$ cat src/rdsl_pkg.sv
/*
 * Package for the radio debug, sync word and packet length register bank.
 * Holds register offsets, field positions, reset values and the structs
 * that carry register contents and bus requests. Assumes an 8-bit
 * register port addressed by 16-bit byte addresses.
 */
package rdsl_pkg;

    // ------------------------------------------------------------
    // Register offsets
    // ------------------------------------------------------------
    localparam logic [15:0] SYNC_HIGH_ADDR = 16'hdf00;
    localparam logic [15:0] SYNC_LOW_ADDR = 16'hdf01;
    localparam logic [15:0] PKT_LEN_ADDR = 16'hdf02;
    localparam logic [15:0] DBG_C_ADDR = 16'hdf2f;
    localparam logic [15:0] DBG_B_ADDR = 16'hdf30;
    localparam logic [15:0] DBG_A_ADDR = 16'hdf31;
    localparam logic [15:0] FREQ_EST_ADDR = 16'hdf40;

    // ------------------------------------------------------------
    // Field layout and reset values
    // ------------------------------------------------------------
    localparam int SEL_MSB = 5;
    localparam int POL_BIT = 6;
    localparam int DRV_BIT = 7;
    localparam int NUM_DBG = 3;
    localparam logic [5:0] SEL_RESET = 6'h00;
    localparam logic [7:0] SYNC_HIGH_RESET = 8'hd3;
    localparam logic [7:0] SYNC_LOW_RESET = 8'h91;
    localparam logic [7:0] PKT_LEN_RESET = 8'hff;
    localparam logic [7:0] ZERO_BYTE = 8'h00;

    // One debug pin configuration
    typedef struct packed {
        logic polarity;
        logic [5:0] select;
    } rdsl_dbg_cfg_t;

    // Register bus request
    typedef struct packed {
        logic [15:0] addr;
        logic [7:0] wdata;
        logic wr;
        logic rd;
    } rdsl_bus_req_t;

    // Whole module state
    typedef struct packed {
        rdsl_dbg_cfg_t [2:0] dbg;
        logic drive_strength;
        logic [7:0] sync_high;
        logic [7:0] sync_low;
        logic [7:0] pkt_len;
        logic [7:0] freq_est;
        logic [7:0] rdata;
        logic [2:0] dbg_pins;
    } rdsl_state_t;

endpackage

$ cat src/rdsl_regs.sv
/*
 * Register bank for radio debug pin configuration, sync word, packet
 * length and the frequency offset estimate.
 * Assumes a single 200 MHz core clock, a plain strobe register port, and
 * that the radio datapath supplies a sampled frequency offset.
 */
// Strobed register access was chosen for this implementation.
// Functional notes
// - Each of the three debug pins has a six-bit select field that resets to zero.
// - Bit 6 of each debug configuration inverts the pin, set meaning active low.
// - Bit 7 of the middle debug configuration picks minimum or maximum pin drive.
// - The sync word is sixteen bits from a high byte 0xD3 and a low byte 0x91.
// - The packet length byte, reset 0xFF, is exact or maximum by length mode.
// - The measured receive frequency offset is readable by software.
`timescale 1ns/1ps
module rdsl_regs (
    input wire logic core_clk_in,
    input wire logic rst_in,
    input wire logic clk_en_in,
    input wire logic [15:0] addr_in,
    input wire logic [7:0] wdata_in,
    input wire logic wr_in,
    input wire logic rd_in,
    output logic [7:0] rdata_out,
    input wire logic [63:0] radio_signals_in,
    input wire logic rx_active_in,
    input wire logic freq_est_valid_in,
    input wire logic [7:0] freq_est_in,
    output logic [2:0] debug_pins_out,
    output logic debug_drive_strength_out,
    output logic [15:0] sync_word_out,
    output logic [7:0] packet_length_limit_out
);
    rdsl_pkg::rdsl_state_t state_reg;
    rdsl_pkg::rdsl_state_t state_next;
    rdsl_pkg::rdsl_bus_req_t req;
    logic [2:0] pin_raw;

    // ------------------------------------------------------------
    // Bus request bundle
    // ------------------------------------------------------------
    assign req = '{addr: addr_in, wdata: wdata_in, wr: wr_in, rd: rd_in};

    // Address decode shared by write and read paths
    function automatic int dbg_index(input logic [15:0] a);
        unique case (a)
            rdsl_pkg::DBG_A_ADDR: dbg_index = 0;
            rdsl_pkg::DBG_B_ADDR: dbg_index = 1;
            rdsl_pkg::DBG_C_ADDR: dbg_index = 2;
            default: dbg_index = -1;
        endcase
    endfunction

    // ------------------------------------------------------------
    // Debug pin selectors
    // ------------------------------------------------------------
    for (genvar i = 0; i < rdsl_pkg::NUM_DBG; i++) begin : g_pin
        rdsl_pin_mux u_mux (
            .signals_in(radio_signals_in),
            .select_in(state_reg.dbg[i].select),
            .polarity_in(state_reg.dbg[i].polarity),
            .pin_out(pin_raw[i])
        );
    end

    // ------------------------------------------------------------
    // Next state
    // ------------------------------------------------------------
    always_comb begin
        int idx;
        idx = dbg_index(req.addr);
        state_next = state_reg;
        // Pins registered so data outputs come from flip-flops
        state_next.dbg_pins = pin_raw;
        // Estimate only updates while receiving, holds the last result
        if (rx_active_in && freq_est_valid_in) begin
            state_next.freq_est = freq_est_in;
        end
        if (req.wr) begin
            if (idx >= 0) begin
                // Bit 7 stored only in the middle register
                state_next.dbg[idx].polarity = req.wdata[rdsl_pkg::POL_BIT];
                state_next.dbg[idx].select = req.wdata[rdsl_pkg::SEL_MSB:0];
                if (idx == 1) begin
                    state_next.drive_strength = req.wdata[rdsl_pkg::DRV_BIT];
                end
            end
            unique case (req.addr)
                rdsl_pkg::SYNC_HIGH_ADDR: state_next.sync_high = req.wdata;
                rdsl_pkg::SYNC_LOW_ADDR: state_next.sync_low = req.wdata;
                rdsl_pkg::PKT_LEN_ADDR: state_next.pkt_len = req.wdata;
                default: ;
            endcase
        end
        // Read data valid only the cycle after the strobe
        state_next.rdata = rdsl_pkg::ZERO_BYTE;
        if (req.rd) begin
            if (idx >= 0) begin
                // Outer registers return zero in bit 7
                state_next.rdata = {(idx == 1) ? state_reg.drive_strength : 1'b0,
                                    state_reg.dbg[idx]};
            end else begin
                unique case (req.addr)
                    rdsl_pkg::SYNC_HIGH_ADDR: state_next.rdata = state_reg.sync_high;
                    rdsl_pkg::SYNC_LOW_ADDR: state_next.rdata = state_reg.sync_low;
                    rdsl_pkg::PKT_LEN_ADDR: state_next.rdata = state_reg.pkt_len;
                    rdsl_pkg::FREQ_EST_ADDR: state_next.rdata = state_reg.freq_est;
                    default: state_next.rdata = rdsl_pkg::ZERO_BYTE;
                endcase
            end
        end
    end

    // ------------------------------------------------------------
    // State register
    // ------------------------------------------------------------
    always_ff @(posedge core_clk_in or posedge rst_in) begin
        if (rst_in) begin
            state_reg <= '0;
            for (int i = 0; i < rdsl_pkg::NUM_DBG; i++) begin
                state_reg.dbg[i].select <= rdsl_pkg::SEL_RESET;
            end
            state_reg.sync_high <= rdsl_pkg::SYNC_HIGH_RESET;
            state_reg.sync_low <= rdsl_pkg::SYNC_LOW_RESET;
            state_reg.pkt_len <= rdsl_pkg::PKT_LEN_RESET;
        end else if (clk_en_in) begin
            state_reg <= state_next;
        end
    end

    // ------------------------------------------------------------
    // Outputs
    // ------------------------------------------------------------
    assign rdata_out = state_reg.rdata;
    assign debug_pins_out = state_reg.dbg_pins;
    assign debug_drive_strength_out = state_reg.drive_strength;
    assign sync_word_out = {state_reg.sync_high, state_reg.sync_low};
    // Length mode lives in packet control, outside this bank
    assign packet_length_limit_out = state_reg.pkt_len;

    // ------------------------------------------------------------
    // Checks
    // ------------------------------------------------------------
    // Register writes land one cycle after the strobe
    a_sync_write: assert property (@(posedge core_clk_in) disable iff (rst_in)
        clk_en_in && wr_in && addr_in == rdsl_pkg::SYNC_HIGH_ADDR
        |=> sync_word_out[15:8] == $past(wdata_in))
        else $error("sync high byte not written");
    a_sync_low_write: assert property (@(posedge core_clk_in) disable iff (rst_in)
        clk_en_in && wr_in && addr_in == rdsl_pkg::SYNC_LOW_ADDR
        |=> sync_word_out[7:0] == $past(wdata_in))
        else $error("sync low byte not written");
    a_len_write: assert property (@(posedge core_clk_in) disable iff (rst_in)
        clk_en_in && wr_in && addr_in == rdsl_pkg::PKT_LEN_ADDR
        |=> packet_length_limit_out == $past(wdata_in))
        else $error("packet length not written");
    a_drive_write: assert property (@(posedge core_clk_in) disable iff (rst_in)
        clk_en_in && wr_in && addr_in == rdsl_pkg::DBG_B_ADDR
        |=> debug_drive_strength_out == $past(wdata_in[rdsl_pkg::DRV_BIT]))
        else $error("drive strength not written");
    a_select_write: assert property (@(posedge core_clk_in) disable iff (rst_in)
        clk_en_in && wr_in && addr_in == rdsl_pkg::DBG_C_ADDR
        |=> state_reg.dbg[2].select == $past(wdata_in[rdsl_pkg::SEL_MSB:0]))
        else $error("select field not written");
    // Only the middle register may move the drive strength
    a_drive_keep: assert property (@(posedge core_clk_in) disable iff (rst_in)
        clk_en_in && wr_in
        && (addr_in == rdsl_pkg::DBG_A_ADDR || addr_in == rdsl_pkg::DBG_C_ADDR)
        |=> $stable(debug_drive_strength_out))
        else $error("outer write moved drive strength");

    // Each pin shows its chosen signal, inverted when polarity is set
    a_pin_polarity: assert property (@(posedge core_clk_in) disable iff (rst_in)
        clk_en_in |=> debug_pins_out[0] ==
        ($past(radio_signals_in[state_reg.dbg[0].select]) ^ $past(state_reg.dbg[0].polarity)))
        else $error("debug pin polarity wrong");
    a_pin_b_level: assert property (@(posedge core_clk_in) disable iff (rst_in)
        clk_en_in |=> debug_pins_out[1] ==
        ($past(radio_signals_in[state_reg.dbg[1].select]) ^ $past(state_reg.dbg[1].polarity)))
        else $error("middle debug pin level wrong");
    a_pin_c_level: assert property (@(posedge core_clk_in) disable iff (rst_in)
        clk_en_in |=> debug_pins_out[2] ==
        ($past(radio_signals_in[state_reg.dbg[2].select]) ^ $past(state_reg.dbg[2].polarity)))
        else $error("third debug pin level wrong");

    // Read data reflects the register as it stood at the strobe
    a_sel_read: assert property (@(posedge core_clk_in) disable iff (rst_in)
        clk_en_in && rd_in && addr_in == rdsl_pkg::DBG_A_ADDR && !wr_in
        |=> rdata_out[rdsl_pkg::SEL_MSB:0] == $past(state_reg.dbg[0].select))
        else $error("select readback wrong");
    a_unused_zero: assert property (@(posedge core_clk_in) disable iff (rst_in)
        clk_en_in && rd_in
        && (addr_in == rdsl_pkg::DBG_A_ADDR || addr_in == rdsl_pkg::DBG_C_ADDR)
        |=> rdata_out[rdsl_pkg::DRV_BIT] == 1'b0)
        else $error("unused bit reads one");
    a_polarity_read: assert property (@(posedge core_clk_in) disable iff (rst_in)
        clk_en_in && rd_in && addr_in == rdsl_pkg::DBG_B_ADDR
        |=> rdata_out[rdsl_pkg::POL_BIT] == $past(state_reg.dbg[1].polarity))
        else $error("polarity readback wrong");
    a_len_read: assert property (@(posedge core_clk_in) disable iff (rst_in)
        clk_en_in && rd_in && addr_in == rdsl_pkg::PKT_LEN_ADDR
        |=> rdata_out == $past(packet_length_limit_out))
        else $error("packet length readback wrong");
    a_sync_read: assert property (@(posedge core_clk_in) disable iff (rst_in)
        clk_en_in && rd_in && addr_in == rdsl_pkg::SYNC_LOW_ADDR
        |=> rdata_out == $past(sync_word_out[7:0]))
        else $error("sync low byte readback wrong");

    // Estimate captured while receiving, held at all other times
    a_freq_capture: assert property (@(posedge core_clk_in) disable iff (rst_in)
        clk_en_in && rx_active_in && freq_est_valid_in ##1 clk_en_in && rd_in
        && addr_in == rdsl_pkg::FREQ_EST_ADDR && !(rx_active_in && freq_est_valid_in)
        |=> rdata_out == $past(freq_est_in, 2))
        else $error("frequency estimate not readable");
    a_freq_hold: assert property (@(posedge core_clk_in) disable iff (rst_in)
        clk_en_in && !rx_active_in |=> $stable(state_reg.freq_est))
        else $error("estimate changed outside receive");

    // A low clock enable freezes the whole bank, strobes included
    a_freeze_sync: assert property (@(posedge core_clk_in) disable iff (rst_in)
        !clk_en_in |=> $stable(sync_word_out))
        else $error("sync word moved while frozen");
    a_freeze_len: assert property (@(posedge core_clk_in) disable iff (rst_in)
        !clk_en_in |=> $stable(packet_length_limit_out))
        else $error("packet length moved while frozen");
endmodule

$ cat src/rdsl_pin_mux.sv
/*
 * Debug pin source selector: picks one of 64 internal radio signals by a
 * six-bit select and applies the polarity inversion.
 * Assumes the signal vector is synchronous to the core clock.
 */
`timescale 1ns/1ps
module rdsl_pin_mux (
    input wire logic [63:0] signals_in,
    input wire logic [5:0] select_in,
    input wire logic polarity_in,
    output logic pin_out
);
    // Invert when polarity is set, giving an active low output
    assign pin_out = signals_in[select_in] ^ polarity_in;
endmodule

$ cat config.mk
export PLATFORM = sky130hd
export DESIGN_NAME = rdsl_regs
export DESIGN_NICKNAME = d
export VERILOG_FILES = /design/src/rdsl_pkg.sv /design/src/rdsl_regs.sv /design/src/rdsl_pin_mux.sv
export SDC_FILE = /design/constraint.sdc
export NUM_CORES = 1
export LEC_CHECK = 0
export BUFFER_PORTS_ARGS = -buffer_cell sky130_fd_sc_hd__buf_4
export CAP_MARGIN = 20
export CORE_UTILIZATION = 54
export DETAILED_ROUTE_END_ITERATION = 6
export GPL_ROUTABILITY_DRIVEN = 0
export PLACE_DENSITY = 0.85
export SKIP_CTS_REPAIR_TIMING = 1
export SLEW_MARGIN = 30
export SYNTH_ARGS = -nofsm -noshare
export SYNTH_HDL_FRONTEND = slang
export SYNTH_SLANG_ARGS = --single-unit
$ cat constraint.sdc
create_clock -name core_clk_in -period 2.7 [get_ports core_clk_in]
set_input_delay 0.27 -clock core_clk_in [delete_from_list [all_inputs] [get_ports core_clk_in]]
set_output_delay 0.27 -clock core_clk_in [all_outputs]
set_load 0.01 [all_outputs]
==> out/metrics.cfg, run 1 <==
[sta]
setup-tns-final_ns=0
tightest_slew_ns=0.678
post-route-period-util_pct=89.5
finClkSkew_ns=0.0108
finalCriticalPeriod_ns=2.42
max_slew_margin_pct=54.5
rsz0062_at_grt=no
setup-violations-final=0
hold_viol=18
clock.fmax_mhz=414
slew_viol_final=0
fin_worst_hold_slack_ns=-0.0161

[layout]
largest_register_ffs=29
final_common_cell=buf_4
design_area_um2=6100
syn_to_final_growth_pct=21.8
drive_above_1_share_pct=54.9
fill_cells=628
insertedDiodeCount=0
most-common-layout-cells=buf_4 (155), mux2_2 (58), dfrtp_1 (49)
final_nets=623

[route]
routedWlPerCell_um=24.3
drt_iter0_drc=530
drc=9
ant_nets=0
drt-pass1-iter-count=7
vias_per_cell=7.05
via_count=4460
wirelength_mm=15.4

[synthesis]
synthTopCellsByArea=dfrtp_1 (24%), mux4_2 (14%), mux2_2 (13%)
synth.avg_cell_area_um2=12.1
netlist.area_leader.share_pct=24.5
ys_warn_count=0
synth_edf_count=0
ys.flop_type=dfrtp_1
ys_ff_latch=65
synth_seq_area_share_pct=32.9
synth_area_um2=5010
netlist_instances=415
synth-async-reset-ratio_pct=100
syn_nets=518
synth_largest_area_cell=dfrtp_1
ys_types=55

[setup_path]
startpoint_type=flop
crit_fanout=11
crit_path_end_kind=flop
cp.arrival_ns=2.67
critPathKind=flop to flop
required_ns=2.95

[global_routing]
grtUsageMet2_pct=54.2
antenna_found_initial=0
use_met3_pct=6.73
top_usage_layer=met2
grt_pass1_wl_mm=24.4
gr-total-overflow=0
track_usage_pct=32.8
grt_pass1_vias=4589
grt_max_degree=26
grtUsageMet1_pct=41.9

[clock_tree]
numCtsBuffers=9
cts_buffer_depth=2
root_buffer=clkbuf_8
h-tree-depth=3
clock_latency_ns=0.34
cts_tree=yes
cts.clk_slew.worst_paths_ns=0.07
clock-sinks=65

[run]
cap_violations=0

[die]
die_height_um=98.3
core_um2=8850
rows=34
ioPinCount=139
dieArea_um2=9670
start_util_pct=56.6
die_w_um=98.3

[power_and_ir_drop]
p_leak_nw=2.69
peakVddDrop_mv=0.317
power.total_mw=2.20
power_density_nw_per_um2=360

[run_status]
status=complete, but fails checks
violations=design-rule violations, negative hold slack

[placed_design]
portBuffers=138
place_area_um2=5910
dp_hpwl_mm=11.3

[hold_path]
holdCritPathClass=input pin to async pin

[cell type report]
cell class	count	area, um2	area share (%)
Multi-Input combinational cell	271	2890	47.4
Sequential cell	65	1650	27.0
Timing Repair Buffer	155	1160	19.1
Clock buffer	13	159	2.60
Tap cell	108	135	2.21
Inverter	18	67.6	1.11
Clock inverter	3	40.0	0.656
[per-stage QoR]
| stage | utilization, % | setup WS (ns) | instances |
|---|---|---|---|
| finish | 69.0 | 0.284 | 633 |
| global route | 69.0 | 0.141 | 633 |
| CTS | 69.0 | 0.310 | 633 |
| detailed placement | 66.7 | 0.326 | 617 |
| global placement | 66.7 | 0.408 | 617 |
| floorplan | - | 0.642 | 415 |
[where the power goes]
part           switching [mW]  total (mW)  internal (mW)
combinational           0.146       0.335          0.189
clock                   0.371       0.846          0.475
sequential             0.0179        1.02           1.00
[synth_stat cells, types with 3 or more instances]
| library cell | number |
|---|---|
| a21oi_1 | 9 |
| a221o_1 | 3 |
| a221oi_1 | 4 |
| a222oi_1 | 3 |
| a31oi_1 | 3 |
| and3_1 | 8 |
| buf_2 | 9 |
| buf_4 | 40 |
| clkbuf_1 | 10 |
| dfrtp_1 | 49 |
| dfstp_2 | 16 |
| inv_1 | 18 |
| mux2_1 | 6 |
| mux2_2 | 58 |
| mux2i_1 | 16 |
| mux4_1 | 10 |
| mux4_2 | 32 |
| nand2_1 | 17 |
| nand3_1 | 6 |
| nor2_1 | 15 |
| nor4_1 | 6 |
| o2111ai_1 | 6 |
| o211ai_1 | 4 |
| o21ai_0 | 6 |
| o221ai_1 | 4 |
| o22ai_1 | 8 |
| o32ai_1 | 3 |
| or3_1 | 5 |
[path summary, 6_finish.rpt]
path                            cells after the start  slack [ns]                       from                            end
worst max-delay path                                6        0.28  state_reg[46]$_DFFE_PP0P_  debug_pins_out[0]$_DFFE_PP0P_
worst min-delay path                                2       -0.02                     rst_in      state_reg[11]$_DFFE_PP0P_
worst max register to register                      6        0.28  state_reg[46]$_DFFE_PP0P_  debug_pins_out[0]$_DFFE_PP0P_
worst min register to register                      1        0.52  state_reg[13]$_DFFE_PP0P_      state_reg[13]$_DFFE_PP0P_
max in group asynchronous                           3        1.93                     rst_in   sync_word_out[7]$_DFFE_PP1P_
min in group core_clk_in                            2        0.17             freq_est_in[0]      state_reg[11]$_DFFE_PP0P_
[metal layers]
layer	vias to the layer above	share of wire, %
met5	-	0
met4	0	4.3
met3	72	10
met2	377	49
met1	2193	37
li1	1818	-
[kinds of logic (layout without fill, tap and decap cells)]
kind of cell           Yosys count  in the layout  synth area share [%]
AO/OA/AOI/OAI                   67             67                  10.1
buffers and inverters           79            189                  9.44
AND/OR/NAND/NOR                 80             80                  9.86
flip-flops                      65             65                  32.9
multiplexers                   124            124                  37.8
[critical path, stage by stage, from the launching register on]
cell and delay, ns:
dfrtp_1 0.67, mux4_2 0.58, mux2i_1 0.30, o22ai_1 0.14, nor4_1 0.32, o21ai_0 0.13, a31oi_1 0.20
Power figures use the tool's default switching activity.
==> run 2: changes to the inputs <==
BUFFER_PORTS_ARGS = unset   (was -buffer_cell sky130_fd_sc_hd__buf_4)
CORE_UTILIZATION = 65   (was 54)
DONT_BUFFER_PORTS = 1   (was unset)
GPL_TIMING_DRIVEN = 0   (was unset)
PLACE_DENSITY = 0.84   (was 0.85)
==> run 2 against run 1 <==
  * Die area decreased by 17%
  * Final area fell by 12%
  * Core utilization grew 4.2 points
  * Clock power grew 10%
  * Worst hold slack improved by 0.053 ns
  * Clock skew decreased by 0.00053 ns
  * Critical path type unchanged
  * The flow now finishes without violations
==> out/metrics.cfg, run 2 (synthesized netlist as in run 1, its figures left out) <==
[sta]
max_slew_margin_pct=31.8  ; was 54.5%
slew_viol_final=0  ; unchanged
clock.fmax_mhz=391  ; was 414 MHz
finalCriticalPeriod_ns=2.56  ; was 2.42 ns
setup-violations-final=0  ; unchanged
hold_viol=0  ; was 18
fin_worst_hold_slack_ns=0.0373  ; was -0.0161 ns
rsz0062_at_grt=no  ; unchanged
setup-tns-final_ns=0  ; unchanged
finClkSkew_ns=0.0103  ; was 0.0108 ns
tightest_slew_ns=1.01  ; was 0.678 ns
post-route-period-util_pct=94.7  ; was 89.5%

[global_routing]
grt_pass1_vias=4045  ; was 4,589
track_usage_pct=35.3  ; was 32.8%
grt_max_degree=35  ; was 26
antenna_found_initial=0  ; unchanged
gr-total-overflow=0  ; unchanged
grt_pass1_wl_mm=21.5  ; was 24.4 mm

[clock_tree]
clock-sinks=65  ; unchanged
clock_latency_ns=0.35  ; was 0.34 ns
cts_tree=yes  ; unchanged
numCtsBuffers=9  ; unchanged
h-tree-depth=3  ; unchanged
root_buffer=clkbuf_8  ; unchanged
cts.clk_slew.worst_paths_ns=0.07  ; about the same
cts_buffer_depth=2  ; unchanged

[power_and_ir_drop]
p_leak_nw=2.22  ; was 2.69 nW
power_density_nw_per_um2=394  ; was 360 nW/um2
power.total_mw=2.13  ; was 2.20 mW
peakVddDrop_mv=0.419  ; was 0.317 mV

[setup_path]
reg2reg_to=debug_pins_out[2]$_DFFE_PP0P_  ; was debug_pins_out[0]$_DFFE_PP0P_
crit_path_end_kind=flop  ; unchanged
cp.arrival_ns=2.77  ; was 2.67 ns
critPathKind=flop to flop  ; unchanged
crit_fanout=10  ; was 11
reg2reg_slack_ns=0.14  ; was 0.28 ns
r2r-start=state_reg[60]$_DFFE_PP0P_  ; was state_reg[46]$_DFFE_PP0P_
cp_slowest_cell=o41ai_1  ; was dfrtp_1
slowest_delay_ns=0.48  ; was 0.67 ns
critPathTopFamily=compound AO/OA/AOI/OAI gates  ; was multiplexers
crit_chain=buf_6 -> buf_2 -> mux4_2 -> nor3b_1 -> o41ai_1 -> o2111ai_1 -> o2111ai_1 -> o211ai_1  ; was mux4_2 -> mux2i_1 -> o22ai_1 -> nor4_1 -> o21ai_0 -> a31oi_1
r2r_cells=8  ; was 6
cp_common_cell=o2111ai_1
required_ns=2.92  ; was 2.95 ns
startpoint_type=flop  ; unchanged
critical_path_buf_inv_count=2  ; was 0

[placed_design]
place_area_um2=5160  ; was 5910 um2
portBuffers=0  ; was 138
dp.cells=515  ; was 617
dp_hpwl_mm=10.2  ; was 11.3 mm

[route]
drc=0  ; was 9
drt-pass1-iter-count=6  ; was 7
wirelength_mm=13.7  ; was 15.4 mm
drt_iter0_drc=443  ; was 530
vias_per_cell=7.39  ; was 7.05
routedWlPerCell_um=25.8  ; was 24.3 um
via_count=3929  ; was 4,460
ant_nets=0  ; unchanged

[run]
cap_violations=0  ; unchanged

[die]
start_util_pct=68.0  ; was 56.6%
rows=31  ; was 34
die_height_um=89.8  ; was 98.3 um
core_um2=7370  ; was 8850 um2
die_w_um=89.8  ; was 98.3 um
dieArea_um2=8070  ; was 9670 um2
ioPinCount=139  ; unchanged

[layout]
final_common_cell=mux2_2  ; was buf_4
design_area_um2=5390  ; was 6100 um2
final_nets=531  ; was 623
insertedDiodeCount=0  ; unchanged
largest_register_ffs=29  ; unchanged
layoutNonFillerInstCount=532  ; was 633
syn_to_final_growth_pct=7.59  ; was 21.8%
most-common-layout-cells=mux2_2 (58), dfrtp_1 (49), buf_4 (40)  ; was buf_4 (155), mux2_2 (58), dfrtp_1 (49)
drive_above_1_share_pct=42.7  ; was 54.9%

[hold_path]
whs_path_depth=2
holdCritPathClass=input pin to flop  ; was input pin to async pin
holdPathEnd=state_reg[57]$_DFFE_PP0P_
hp-start=wdata_in[6]

[run_status]
status=complete, no violations  ; was complete, but fails checks

==> run 2: area by class of cell <==
class,count,area [um2]
fillers,502,1980
plain buffers,61,405
clock inverters,3,65.1
flip-flops and latches,65,1650
inverters,18,70.1
well taps,99,124
multi-input cells,271,2890
clock buffers,13,159
repair buffers,2,30.0
==> run 2: through the flow <==
| step | setup WS, ns | util (%) |
|---|---|---|
| after floorplan | 0.642 | - |
| after global placement | 0.220 | 69.7 |
| after detailed placement | 0.274 | 70.0 |
| after CTS | 0.240 | 73.0 |
| after global routing | 0.102 | 73.2 |
| final | 0.144 | 73.2 |
==> run 2: worst max-delay path by stage <==
stage                                    from                            end  cells after the start
floorplan           state_reg[51]$_DFFE_PP0P_  debug_pins_out[1]$_DFFE_PP0P_                      7
global placement                       rst_in       rdata_out[1]$_DFFE_PP0P_                      1
detailed placement  state_reg[60]$_DFFE_PP0P_  debug_pins_out[2]$_DFFE_PP0P_                      8
CTS                 state_reg[60]$_DFFE_PP0P_  debug_pins_out[2]$_DFFE_PP0P_                      8
global route        state_reg[51]$_DFFE_PP0P_  debug_pins_out[1]$_DFFE_PP0P_                      7
finish              state_reg[60]$_DFFE_PP0P_  debug_pins_out[2]$_DFFE_PP0P_                      8
==> run 2: where the power goes <==
part	switching (mW)	internal (mW)	leakage, nW	total (mW)
clock	0.362	0.570	0.114	0.932
sequential	0.0137	1.00	0.811	1.02
combinational	0.0795	0.0986	1.29	0.178
total	0.456	1.67	2.22	2.13
==> run 2: routing by layer <==
metal | vias up | wire length (um) | GRT usage, %
met5 | - | 0 | 0
met4 | 0 | 604 | 15.7
met3 | 71 | 1700 | 13.8
met2 | 322 | 6480 | 54.7
met1 | 1893 | 4940 | 43.9
li1 | 1643 | - | -
==> run 3: changes to the inputs <==
PLACE_DENSITY = 0.78   (was 0.84)
REMOVE_ABC_BUFFERS = 1   (was unset)
SETUP_SLACK_MARGIN = 0.05   (was unset)
==> run 3 against run 2 <==
  * Routed wire length decreased by 8.2%
  * Final cell count fell by 11%
  * Final area down 6.7%
  * Core utilization shrank 4.9 points
  * Register-to-register slack better by 0.11 ns
  * Total power fell by 2.2%
  * Highest routed layer unchanged
  * Clock skew fell by 0.0020 ns
  * Non-clock buffer count is 61 lower
  * Global-route usage decreased by 2.8 points
  * Sequential share of layout area rose by 2.5 points
  * Count of clock-buffer cells in the layout unchanged
==> out/metrics.cfg, run 3 (synthesized netlist as in run 1, its figures left out) <==
[run_status]
status=complete, no violations  ; unchanged

[global_routing]
gr-total-overflow=0  ; unchanged
antenna_found_initial=0  ; unchanged
grt_pass1_vias=3751  ; was 4,045
grt_max_degree=47  ; was 35
grt_pass1_wl_mm=20.2  ; was 21.5 mm
track_usage_pct=32.5  ; was 35.3%

[placed_design]
dp_hpwl_mm=9.45  ; was 10.2 mm
dp.cells=454  ; was 515
portBuffers=0  ; unchanged

[setup_path]
critPathKind=flop to flop  ; unchanged
cp.arrival_ns=2.70  ; was 2.77 ns
crit_path_end_kind=flop  ; unchanged
required_ns=2.96  ; was 2.92 ns
crit_fanout=20  ; was 10
reg2reg_slack_ns=0.26  ; was 0.14 ns
startpoint_type=flop  ; unchanged

[die]
start_util_pct=68.0  ; unchanged
die_w_um=89.8  ; unchanged
core_um2=7370  ; unchanged
ioPinCount=139  ; unchanged
dieArea_um2=8070  ; unchanged
rows=31  ; unchanged
die_height_um=89.8  ; unchanged

[power_and_ir_drop]
power.total_mw=2.08  ; was 2.13 mW
power_density_nw_per_um2=413  ; was 394 nW/um2
peakVddDrop_mv=0.336  ; was 0.419 mV
p_leak_nw=1.94  ; was 2.22 nW

[sta]
slew_viol_final=0  ; unchanged
finalCriticalPeriod_ns=2.44  ; was 2.56 ns
post-route-period-util_pct=90.5  ; was 94.7%
clock.fmax_mhz=409  ; was 391 MHz
finClkSkew_ns=0.00833  ; was 0.0103 ns
hold_viol=0  ; unchanged
rsz0062_at_grt=no  ; unchanged
setup-violations-final=0  ; unchanged
max_slew_margin_pct=30.1  ; was 31.8%
tightest_slew_ns=1.04  ; was 1.01 ns

[clock_tree]
h-tree-depth=3  ; unchanged
root_buffer=clkbuf_8  ; unchanged
numCtsBuffers=9  ; unchanged
cts_tree=yes  ; unchanged
clock-sinks=65  ; unchanged
clock_latency_ns=0.34  ; was 0.35 ns
cts_buffer_depth=2  ; unchanged
cts.clk_slew.worst_paths_ns=0.07  ; about the same

[route]
via_count=3673  ; was 3,929
ant_nets=0  ; unchanged
drt_iter0_drc=324  ; was 443
routedWlPerCell_um=26.7  ; was 25.8 um
drt-pass1-iter-count=6  ; unchanged
vias_per_cell=7.80  ; was 7.39
wirelength_mm=12.6  ; was 13.7 mm
drc=0  ; unchanged

[run]
cap_violations=0  ; unchanged

[layout]
layoutNonFillerInstCount=471  ; was 532
largest_register_ffs=29  ; unchanged
final_nets=470  ; was 531
drive_above_1_share_pct=39.0  ; was 42.7%
insertedDiodeCount=0  ; unchanged
most-common-layout-cells=mux2_2 (58), dfrtp_1 (43), mux4_2 (32)  ; was mux2_2 (58), dfrtp_1 (49), buf_4 (40)
final_common_cell=mux2_2  ; unchanged
syn_to_final_growth_pct=0.424  ; was 7.59%

[hold_path]
holdCritPathClass=input pin to flop  ; unchanged

-- run 3: changes by cell type in the layout (fill, tap and decap cells not counted), moves of 2 or more --
cell | before | now
buf_6 | 2 | 0
o41ai_1 | 2 | 0
dfrtp_2 | 0 | 2
dfrtp_1 | 49 | 43
o41ai_2 | 0 | 2
clkbuf_1 | 12 | 0
buf_2 | 9 | 0
clkbuf_8 | 11 | 13
dfrtp_4 | 0 | 4
buf_4 | 40 | 0
-- run 3: worst max-delay path: stages, from the launching register on --
cell and delay, ns:
dfrtp_2 0.68, mux4_1 0.63, mux2_4 0.29, a211o_1 0.32
o32a_1 0.34, o211ai_1 0.10
-- run 3: layout make-up --
type | instances | area, um2
Fill cell | 532 | 2340
Tap cell | 99 | 124
Inverter | 18 | 70.1
Clock inverter | 3 | 46.3
Sequential cell | 65 | 1660
Clock buffer | 13 | 179
Timing Repair Buffer | 2 | 37.5
Multi-Input combinational cell | 271 | 2910
-- run 3: layer usage --
metal  vias to the layer above  part of all wire [%]  wire length (um)  track usage, %
li1                       1526                     -                 -               -
met1                      1853                    37              4640            41.9
met2                       260                    50              6240            53.2
met3                        34                    12              1450            10.3
met4                         0                   2.1               262            8.74
met5                         -                     0                 0               0
-- run 3: final timing paths --
check                                     startpoint                                     end  cells past startpoint
min in group asynchronous                     rst_in               state_reg[55]$_DFFE_PP0P_                      2
hold / removal                             clk_en_in           debug_pins_out[0]$_DFFE_PP0P_                      1
hold reg to reg            state_reg[16]$_DFFE_PP0P_               state_reg[16]$_DFFE_PP0P_                      1
setup / recovery           state_reg[60]$_DFFE_PP0P_           debug_pins_out[2]$_DFFE_PP0P_                      5
max in group asynchronous                     rst_in  packet_length_limit_out[5]$_DFFE_PP1P_                      3
setup reg to reg           state_reg[60]$_DFFE_PP0P_           debug_pins_out[2]$_DFFE_PP0P_                      5
-- run 3: per-stage QoR --
stage | area (um2) | setup slack (ns) | TNS [ns] | hold slack (ns) | util [%]
2_1_floorplan | 4610 | 0.322 | 0 | 0.364 | -
3_3_place_gp | 4730 | -0.222 | -0.323 | 0.370 | 64.2
3_5_place_dp | 4770 | -0.204 | -0.349 | 0.109 | 64.7
4_1_cts | 4990 | -0.235 | -0.420 | -0.260 | 67.7
5_1_grt | 5030 | 0.108 | 0 | 0.00125 | 68.3
6_report | 5030 | 0.258 | 0 | 0.0106 | 68.3
-- run 3: power by group --
| part | total, mW | switching [mW] | internal [mW] | leakage, nW |
|---|---|---|---|---|
| combinational | 0.161 | 0.0667 | 0.0938 | 1.02 |
| sequential | 1.02 | 0.0196 | 1.00 | 0.799 |
| clock | 0.896 | 0.367 | 0.529 | 0.112 |
| total | 2.08 | 0.454 | 1.62 | 1.94 |
